[src/verilog/shutdown_pkg.sv]
// Constants, field layouts and state types for the shutdown sequencer.
// Assumes a single core clock at the rate given below.
`default_nettype none
package shutdown_pkg;

    localparam int unsigned      CLK_FREQ_HZ         = 250_000_000;
    localparam int unsigned      EMERG_CUT_MS        = 3200;
    localparam longint unsigned  EMERG_CUT_CYCLES    = longint'(EMERG_CUT_MS) * CLK_FREQ_HZ / 1000;
    localparam int unsigned      START_WINDOW_S      = 15;
    localparam longint unsigned  START_WINDOW_CYCLES = longint'(START_WINDOW_S) * CLK_FREQ_HZ;
    localparam logic [31:0]      SAVE_CYCLE_LIMIT    = 32'h000186a0;
    localparam logic [31:0]      SYNC_LATENCY        = 32'h00000003;

    localparam logic [7:0]       CTRL_OFS            = 8'h00;
    localparam logic [7:0]       STATUS_OFS          = 8'h04;
    localparam logic [7:0]       SAVE_COUNT_OFS      = 8'h08;

    localparam int unsigned      CTRL_ALERT_SET_BIT  = 0;
    localparam int unsigned      CTRL_POWER_DOWN_BIT = 1;
    localparam int unsigned      STAT_STATE_LSB      = 0;
    localparam int unsigned      STAT_SUPPLY_BIT     = 4;
    localparam int unsigned      STAT_WINDOW_BIT     = 5;
    localparam int unsigned      STAT_EMERG_BIT      = 6;
    localparam int unsigned      STAT_ECALL_BIT      = 7;
    localparam int unsigned      STAT_BAT_LSB        = 8;
    localparam int unsigned      STAT_BRD_LSB        = 12;
    localparam int unsigned      STAT_SAVED_BIT      = 16;
    localparam int unsigned      STAT_LIMIT_BIT      = 17;

    localparam logic [2:0]       LVL_NORMAL          = 3'h0;
    localparam logic [2:0]       LVL_OVER_WARN       = 3'h1;
    localparam logic [2:0]       LVL_OVER_CRIT       = 3'h2;
    localparam logic [2:0]       LVL_UNDER_CRIT      = 3'h6;
    localparam logic [2:0]       LVL_UNDER_WARN      = 3'h7;

    typedef enum logic [2:0] {
        ST_RUN, ST_ACK, ST_OK, ST_LOGOFF, ST_SAVE, ST_NOTICE, ST_OFF
    } seq_e;

    typedef enum logic [2:0] {
        MSG_POWER_DOWN_ACK, MSG_OK, MSG_SHUTDOWN_NOTICE, MSG_BATTERY_ALERT, MSG_BOARD_ALERT
    } msg_kind_e;

    typedef struct packed {
        msg_kind_e  kind;
        logic [2:0] level;
    } msg_s;

    typedef struct packed {
        logic primary_rx_oe;
        logic primary_cts_oe;
        logic primary_carrier_oe;
        logic primary_dsr_oe;
        logic primary_ring_oe;
        logic secondary_rx_oe;
        logic secondary_cts_oe;
    } pin_oe_s;

    typedef struct packed {
        logic [7:0]  addr;
        logic [31:0] wdata;
        logic        wr;
        logic        rd;
    } reg_req_s;

    typedef struct packed {
        seq_e        fsm;
        logic        sync1;
        logic        sync2;
        logic [31:0] emerg_cnt;
        logic [31:0] start_cnt;
        logic        start_win;
        logic        alert_setting;
        logic [2:0]  bat_rep;
        logic [2:0]  brd_rep;
        logic        data_saved;
        logic [31:0] save_cnt;
        logic        msg_valid;
        msg_s        msg;
        logic [31:0] rdata;
        logic        logoff_req;
        logic        save_req;
        logic        supply_en;
        logic        rtc_only;
        logic        wdog_out;
        logic        pullup_en;
        pin_oe_s     pin_oe;
    } state_s;

    localparam state_s STATE_RESET = '{
        fsm: ST_RUN, sync1: 1'b1, sync2: 1'b1, emerg_cnt: 32'h0, start_cnt: 32'h0,
        start_win: 1'b1, alert_setting: 1'b0, bat_rep: LVL_NORMAL, brd_rep: LVL_NORMAL,
        data_saved: 1'b0, save_cnt: 32'h0, msg_valid: 1'b0,
        msg: '{kind: MSG_OK, level: LVL_NORMAL}, rdata: 32'h0, logoff_req: 1'b0,
        save_req: 1'b0, supply_en: 1'b1, rtc_only: 1'b0, wdog_out: 1'b0, pullup_en: 1'b1,
        pin_oe: 7'h7f
    };

endpackage : shutdown_pkg
`default_nettype wire

[src/verilog/module_shutdown_control.sv]
// Shutdown sequencer: commanded power-down, emergency cut and thermal shutdown.
// Assumes sensor levels, call state and handshakes come from logic on core_clk;
// only the emergency-off pin is asynchronous and is synchronised here.
//
// Overview of operation
// - Command logs off, saves, leaves only clock
// - Emit acknowledge, OK, then shutdown notice
// - Notice only after save; off promptly
// - Logic supply low only when off
// - Off: emergency pin and serial outputs float
// - Watchdog pulses flow; active while reset high
// - Grounded pin blocks watchdog; supplies cut
// - Critical temperature or undervoltage: orderly shutdown
// - Alert on every range change if enabled
// - Warnings: setting 1 always, else 15 s
// - Critical alerts always shown, then shutdown
// - Separate battery and board levels reported
// - Emergency call: alerts continue, no thermal shutdown
// - Call end: still critical means off
// - Each orderly shutdown saves; status flags 100000 cycles
`timescale 1ns/10ps
`default_nettype none
module module_shutdown_control #(
    parameter logic [31:0] EMERG_CUT_CYCLES_P    = 32'(shutdown_pkg::EMERG_CUT_CYCLES),
    parameter logic [31:0] START_WINDOW_CYCLES_P = 32'(shutdown_pkg::START_WINDOW_CYCLES)
) (
    input  wire logic                   core_clk,
    input  wire logic                   sys_rst,
    input  wire logic                   clk_en,
    input  wire shutdown_pkg::reg_req_s reg_req,
    output logic [31:0]                 reg_rdata,
    input  wire logic                   emergency_off_n,
    output logic                        emergency_off_pullup_en,
    input  wire logic                   wdog_pulse,
    output logic                        supply_wdog_pulse,
    input  wire logic [2:0]             battery_temp_level,
    input  wire logic [2:0]             board_temp_level,
    input  wire logic                   emergency_call_active,
    input  wire logic                   undervoltage_detect,
    output logic                        logoff_req,
    input  wire logic                   logoff_done,
    output logic                        save_req,
    input  wire logic                   save_done,
    output logic                        msg_valid,
    output shutdown_pkg::msg_s          msg,
    output logic                        logic_supply_en,
    output logic                        internal_reset_n,
    output logic                        rtc_only_mode,
    output shutdown_pkg::pin_oe_s       pin_oe
);

    shutdown_pkg::state_s q;
    shutdown_pkg::state_s d;

    logic wr_ctrl;
    logic wr_pd;
    logic emerg_cut;
    logic bat_diff;
    logic brd_diff;
    logic alert_slot;
    logic crit_armed;
    logic auto_trigger;

    function automatic logic is_crit(input logic [2:0] lvl);
        return (lvl == shutdown_pkg::LVL_OVER_CRIT) || (lvl == shutdown_pkg::LVL_UNDER_CRIT);
    endfunction : is_crit

    function automatic logic presentable(input logic [2:0] lvl, input logic setting, input logic window);
        return is_crit(lvl) || setting || window;
    endfunction : presentable

    always_comb begin
        d            = q;
        d.msg_valid  = 1'b0;
        d.rdata      = 32'h0;
        wr_ctrl      = reg_req.wr && (reg_req.addr == shutdown_pkg::CTRL_OFS);
        wr_pd        = wr_ctrl && reg_req.wdata[shutdown_pkg::CTRL_POWER_DOWN_BIT];

        // Two-stage synchroniser; only the second stage is looked at
        d.sync1      = emergency_off_n;
        d.sync2      = q.sync1;

        // Pin-low counter, cleared on release
        if (q.sync2) begin
            d.emerg_cnt = 32'h0;
        end else if (q.emerg_cnt != 32'hffffffff) begin
            d.emerg_cnt = q.emerg_cnt + 32'h1;
        end
        // Threshold trimmed by sync and register delay so the cut lands inside the limit
        emerg_cut    = !q.sync2 && (q.emerg_cnt >= (EMERG_CUT_CYCLES_P - shutdown_pkg::SYNC_LATENCY));

        // Start-up presentation window
        if (q.start_win) begin
            if (q.start_cnt >= (START_WINDOW_CYCLES_P - 32'h1)) begin
                d.start_win = 1'b0;
            end else begin
                d.start_cnt = q.start_cnt + 32'h1;
            end
        end

        if (wr_ctrl && (q.fsm != shutdown_pkg::ST_OFF)) begin
            d.alert_setting = reg_req.wdata[shutdown_pkg::CTRL_ALERT_SET_BIT];
        end

        // One alert per cycle, battery first; board waits a cycle on a tie
        bat_diff     = battery_temp_level != q.bat_rep;
        brd_diff     = board_temp_level != q.brd_rep;
        alert_slot   = (q.fsm == shutdown_pkg::ST_RUN) || (q.fsm == shutdown_pkg::ST_LOGOFF) ||
                       (q.fsm == shutdown_pkg::ST_SAVE);
        if (alert_slot && bat_diff) begin
            d.bat_rep   = battery_temp_level;
            d.msg_valid = presentable(battery_temp_level, q.alert_setting, q.start_win);
            d.msg.kind  = shutdown_pkg::MSG_BATTERY_ALERT;
            d.msg.level = battery_temp_level;
        end else if (alert_slot && brd_diff) begin
            d.brd_rep   = board_temp_level;
            d.msg_valid = presentable(board_temp_level, q.alert_setting, q.start_win);
            d.msg.kind  = shutdown_pkg::MSG_BOARD_ALERT;
            d.msg.level = board_temp_level;
        end

        // Shutdown only after the critical level has been reported
        crit_armed   = (is_crit(q.bat_rep) || is_crit(q.brd_rep)) && !bat_diff && !brd_diff &&
                       !emergency_call_active;
        auto_trigger = crit_armed || undervoltage_detect;

        unique case (q.fsm)
            shutdown_pkg::ST_RUN: begin
                if (wr_pd) begin
                    d.fsm = shutdown_pkg::ST_ACK;
                end else if (auto_trigger) begin
                    d.fsm = shutdown_pkg::ST_LOGOFF;
                end
            end
            shutdown_pkg::ST_ACK: begin
                d.msg_valid = 1'b1;
                d.msg.kind  = shutdown_pkg::MSG_POWER_DOWN_ACK;
                d.msg.level = shutdown_pkg::LVL_NORMAL;
                d.fsm       = shutdown_pkg::ST_OK;
            end
            shutdown_pkg::ST_OK: begin
                d.msg_valid = 1'b1;
                d.msg.kind  = shutdown_pkg::MSG_OK;
                d.msg.level = shutdown_pkg::LVL_NORMAL;
                d.fsm       = shutdown_pkg::ST_LOGOFF;
            end
            shutdown_pkg::ST_LOGOFF: begin
                if (logoff_done) begin
                    d.fsm = shutdown_pkg::ST_SAVE;
                end
            end
            shutdown_pkg::ST_SAVE: begin
                if (save_done) begin
                    d.fsm        = shutdown_pkg::ST_NOTICE;
                    d.data_saved = 1'b1;
                    if (q.save_cnt != 32'hffffffff) begin
                        d.save_cnt = q.save_cnt + 32'h1;
                    end
                end
            end
            shutdown_pkg::ST_NOTICE: begin
                d.msg_valid = 1'b1;
                d.msg.kind  = shutdown_pkg::MSG_SHUTDOWN_NOTICE;
                d.msg.level = shutdown_pkg::LVL_NORMAL;
                d.fsm       = shutdown_pkg::ST_OFF;
            end
            shutdown_pkg::ST_OFF: begin
                d.fsm = shutdown_pkg::ST_OFF;
            end
            default: begin
                d.fsm = shutdown_pkg::ST_OFF;
            end
        endcase

        // Emergency cut skips the save: volatile data is lost by design
        if (emerg_cut && (q.fsm != shutdown_pkg::ST_OFF)) begin
            d.fsm       = shutdown_pkg::ST_OFF;
            d.msg_valid = 1'b0;
        end

        d.logoff_req = d.fsm == shutdown_pkg::ST_LOGOFF;
        d.save_req   = d.fsm == shutdown_pkg::ST_SAVE;
        d.supply_en  = d.fsm != shutdown_pkg::ST_OFF;
        d.rtc_only   = !d.supply_en;
        d.wdog_out   = wdog_pulse && q.sync2 && d.supply_en;
        d.pullup_en  = d.supply_en;
        d.pin_oe     = d.supply_en ? 7'h7f : 7'h00;

        if (reg_req.rd) begin
            unique case (reg_req.addr)
                shutdown_pkg::CTRL_OFS: begin
                    d.rdata[shutdown_pkg::CTRL_ALERT_SET_BIT] = q.alert_setting;
                end
                shutdown_pkg::STATUS_OFS: begin
                    d.rdata[shutdown_pkg::STAT_STATE_LSB +: 4] = {1'b0, q.fsm};
                    d.rdata[shutdown_pkg::STAT_SUPPLY_BIT]     = q.supply_en;
                    d.rdata[shutdown_pkg::STAT_WINDOW_BIT]     = q.start_win;
                    d.rdata[shutdown_pkg::STAT_EMERG_BIT]      = !q.sync2;
                    d.rdata[shutdown_pkg::STAT_ECALL_BIT]      = emergency_call_active;
                    d.rdata[shutdown_pkg::STAT_BAT_LSB +: 3]   = q.bat_rep;
                    d.rdata[shutdown_pkg::STAT_BRD_LSB +: 3]   = q.brd_rep;
                    d.rdata[shutdown_pkg::STAT_SAVED_BIT]      = q.data_saved;
                    d.rdata[shutdown_pkg::STAT_LIMIT_BIT]      = q.save_cnt >= shutdown_pkg::SAVE_CYCLE_LIMIT;
                end
                shutdown_pkg::SAVE_COUNT_OFS: begin
                    d.rdata = q.save_cnt;
                end
                default: begin
                    d.rdata = 32'h0;
                end
            endcase
        end
    end

    always_ff @(posedge core_clk) begin
        if (sys_rst) begin
            q <= shutdown_pkg::STATE_RESET;
        end else if (clk_en) begin
            q <= d;
        end
    end

    assign reg_rdata               = q.rdata;
    assign emergency_off_pullup_en = q.pullup_en;
    assign supply_wdog_pulse       = q.wdog_out;
    assign logoff_req              = q.logoff_req;
    assign save_req                = q.save_req;
    assign msg_valid               = q.msg_valid;
    assign msg                     = q.msg;
    assign logic_supply_en         = q.supply_en;
    assign internal_reset_n        = q.supply_en;
    assign rtc_only_mode           = q.rtc_only;
    assign pin_oe                  = q.pin_oe;
endmodule : module_shutdown_control
`default_nettype wire

[config.mk]
export PLATFORM = sky130hd
export DESIGN_NAME = module_shutdown_control
export DESIGN_NICKNAME = d
export VERILOG_FILES = /design/src/verilog/shutdown_pkg.sv /design/src/verilog/module_shutdown_control.sv
export SDC_FILE = /design/constraint.sdc
export NUM_CORES = 1
export LEC_CHECK = 0
export BUFFER_PORTS_ARGS = -buffer_cell sky130_fd_sc_hd__buf_4
export CORE_MARGIN = 5
export CORE_UTILIZATION = 52
export DETAILED_ROUTE_END_ITERATION = 12
export PLACE_DENSITY = 0.76
export SYNTH_ARGS = -nofsm -noshare
export SYNTH_HDL_FRONTEND = slang
export SYNTH_SLANG_ARGS = --single-unit
[constraint.sdc]
create_clock -name core_clk -period 2.6 [get_ports core_clk]
set_clock_uncertainty 0.1 [all_clocks]
set_input_delay 0.13 -clock core_clk [delete_from_list [all_inputs] [get_ports core_clk]]
set_output_delay 0.13 -clock core_clk [all_outputs]
set_load 0.02 [all_outputs]
==> metrics.md <==
| Metric | Value |
|---|---|
| Worst vdd ir | 482 uV |
| Initial Util | 52.6% |
| Kind of critical path | reg -> reg |
| Fraction of synthesized area in multiplexers | 1.62% |
| Post-synthesis simple-gate area fraction | 25.5% |
| P_leak | 3.41 nW |
| Fraction of registers with async set or reset after synthesis | 0% |
| Max cap viols | 0 |
| Synth Instances | 896 |
| Ant. Diodes | 0 |
| CP Capture Type | flop |
| Post-Syn Area | 7590 sq um |
| Number of synthesized register bits | approximately 150 |
| Synth Flop Type | dfxtp_1 |
| Worst path arrival time | between 2 and 3 ns |
| Outcome | complete, no violations |
| M3 GR Usage | around 4% |
| Top Ports | 110 |
| Final hold slack | 0.0397 ns |
| Yosys top cell area share | 40.6% |
| Vias per inst | 5.88 |
| Die area | 17100 sq um |
| Sequential-to-total area share from yosys stat | between 40% and 50% |
| Fill count | approximately 1200 |
| Vias in the first global route | 6374 |
| Drt wl/cell | 16.0 um |
| Final HPWL DP | 12800 um |
| Post-synth top cells | dfxtp_1 (154), nor2_1 (123), nand2_1 (55) |
| DRC | 0 |
| Maximum root-to-sink buffer count | 2 |
| Crit-path cells | or4_1 -> nand2b_1 -> a221o_2 -> and2_4 -> nor4_2 -> mux2_2 |
| Crit path max fanout | 9 |
| P&R area growth vs syn | 19.4% |
| CTS tree | yes |
| Crit-path slowest cell | or4_1 |
| Final hold violation count | 0 |
| Root buffer cell | clkbuf_16 |
| Slew HR | 60.3% |
| GR Util All Layers | 22.1% |
| Power, Total | 5.38 mW |
| EDFF count, synth | 0 |
| Initial antenna violation count | 0 |
| Clock Pin Slew Worst Setup and Hold Paths | 0.06 ns |
| Mapped Avg Cell Area | approximately 8.5 sq um |
| Synth area leader | dfxtp_1 |
| PortBufs | 79 |
| H-tree levels | 4 |
| Post-synth cell types | 61 |
| Tcrit/Tclk final | between 90% and 100% |
| Final Util | 62.8% |
| Synth Area in XOR/XNOR | 8.54% |
| Drt pass-1 iters | 6 |
| Die Y | 131 um |
| Post-synthesis adder-cell area fraction | less than 1% |
| CTS Sinks | around 150 |
| Total global routing overflow | 0 |
| Vias | approximately 6900 |
| Min Tclk post-route | 2.54 ns |
| Data required, critical path | ~2.8 ns |
| Top post-synthesis cells by area | dfxtp_1 (41%), nor2_1 (6.1%), xnor2_1 (5.1%) |
| First-pass GRT wire length | 30600 um |
| Total nets after synthesis | 959 |
| Met1 usage | 28.5% |
| Top Usage Layer GRT | met2 |
| Die width | 131 um |
| CTS Buf Count | 17 |
| RD Place Congestion | 0.894 |
| DR iter-0 viols | 670 |
| Nets | 1033 |
| P per Cell Area | 593 nW/um^2 |
| Row count | 44 |
| Detail Route Antenna Nets | 0 |
| Max-slew violation count | 0 |
| CP Launch Type | flop |
| Worst-Skew Late Latency | approximately 0.43 ns |
| Synth Area in Compound Gates | roughly 15% |
| Worst-margin pin slew | 0.595 ns |
| Hold crit path type | in -> reg |
| Fin worst setup slack | 0.0647 ns |
| Fmax | 394 MHz |
| Core box area | between 10000 and 15000 sq um |
| Maximum number of pins on one net before global-route repair | 41 |
| Wirelength, routed | 18700 um |
| Worst slack at placement | -0.00840 ns |
| Synth Warn # | 0 |
| Largest family of logic cells by synthesized area | simple AND/OR/NAND/NOR gates |
| Most frequent cell after synthesis | dfxtp_1 |
| Final setup fails | 0 |
| Share of layout cells above drive strength 1 | 18.0% |
| GR Util met2 | 37.0% |
| Crit-path max cell delay | 0.56 ns |
cells by family (layout without fill, tap and decap cells):
| group | count (synthesis) | after routing |
|---|---|---|
| compound gates | 167 | 168 |
| simple gates | 377 | 378 |
| mux | 12 | 12 |
| fa+ha+maj | 6 | 6 |
| buf+inv | 106 | 190 |
| flops | 154 | 154 |
| xor+xnor | 74 | 74 |
cell type report:
class                   count  area, sq um  area share [%]
inverters                  17         63.8           0.704
well taps                 184          230            2.54
flip-flops and latches    154         3080            34.0
repair buffers            142         1090            12.1
multi-input cells         638         3970            43.8
clock inverters            12          170            1.88
clock buffers              19          453            5.00
registers in the layout (all words and copies together), names as in the netlist:
| name | count |
|---|---|
| rtc_only_mode | 1 |
| emergency_off_pullup_en | 1 |
| q | 109 |
| logoff_req | 1 |
| msg | 6 |
| d | 1 |
| reg_rdata | 32 |
| supply_wdog_pulse | 1 |
| save_req | 1 |
| msg_valid | 1 |
worst paths after layout:
check,start,end,slack [ns],cells past startpoint
worst max-delay path,q[112]$_SDFFE_PP0P_,q[119]$_SDFFE_PP0P_,0.06,6
worst min-delay path,reg_req[1],q[91]$_SDFFE_PP0P_,0.04,5
worst max register to register,q[112]$_SDFFE_PP0P_,q[119]$_SDFFE_PP0P_,0.06,6
worst min register to register,reg_rdata[17]$_SDFFE_PP0P_,reg_rdata[17]$_SDFFE_PP0P_,0.37,2
metrics by stage:
step	instance area, sq um	cells	setup TNS (ns)
floorplan	7590	896	0
global placement	8270	1119	0
detailed placement	8270	1119	-0.00840
finish	9060	1166	0
global route	9060	1166	-0.0447
CTS	9010	1161	0
power by group:
part	switching [mW]	internal, mW	leakage (nW)
logic	0.201	0.147	1.86
clock network	0.963	1.64	0.309
registers	0.0339	2.39	1.24
total	1.20	4.18	3.41
worst max-delay path: cells and delay by family (launching register included):
kind             cells  cell delay (ns)
AND/OR/NAND/NOR      4             1.26
AO/OA/AOI/OAI        1             0.39
multiplexers         1             0.36
flip-flops           1             0.30
cell usage in the layout, fill, tap and decap left out, types with 15 or more instances in the layout:
master       n
a21oi_1     46
clkbuf_16   17
and4_1      15
a222oi_1    15
nor3_1      22
and3_1      16
nand2_1     55
o21ai_0     33
a22o_1      17
xnor2_1     44
nand3_1     35
nor2_1     123
dfxtp_1    154
buf_4      131
xor2_1      30
nand4_1     29
inv_1       17
routing by layer:
metal	vias up	part of all wire [%]
met3	38	4.4
met2	185	49
li1	3345	-
met4	0	2.4
met5	-	0
met1	3290	44
timing repair:
item	4_1_cts	5_1_grt
endpoints found under the setup margin	1	17
hold buffers	11	0
resized for setup	2	5
setup buffers	0	3
gates cloned	0	2
hold endpoints to repair	33	0
pin swaps	0	1
Note: power is estimated with default switching activity, not from simulation.
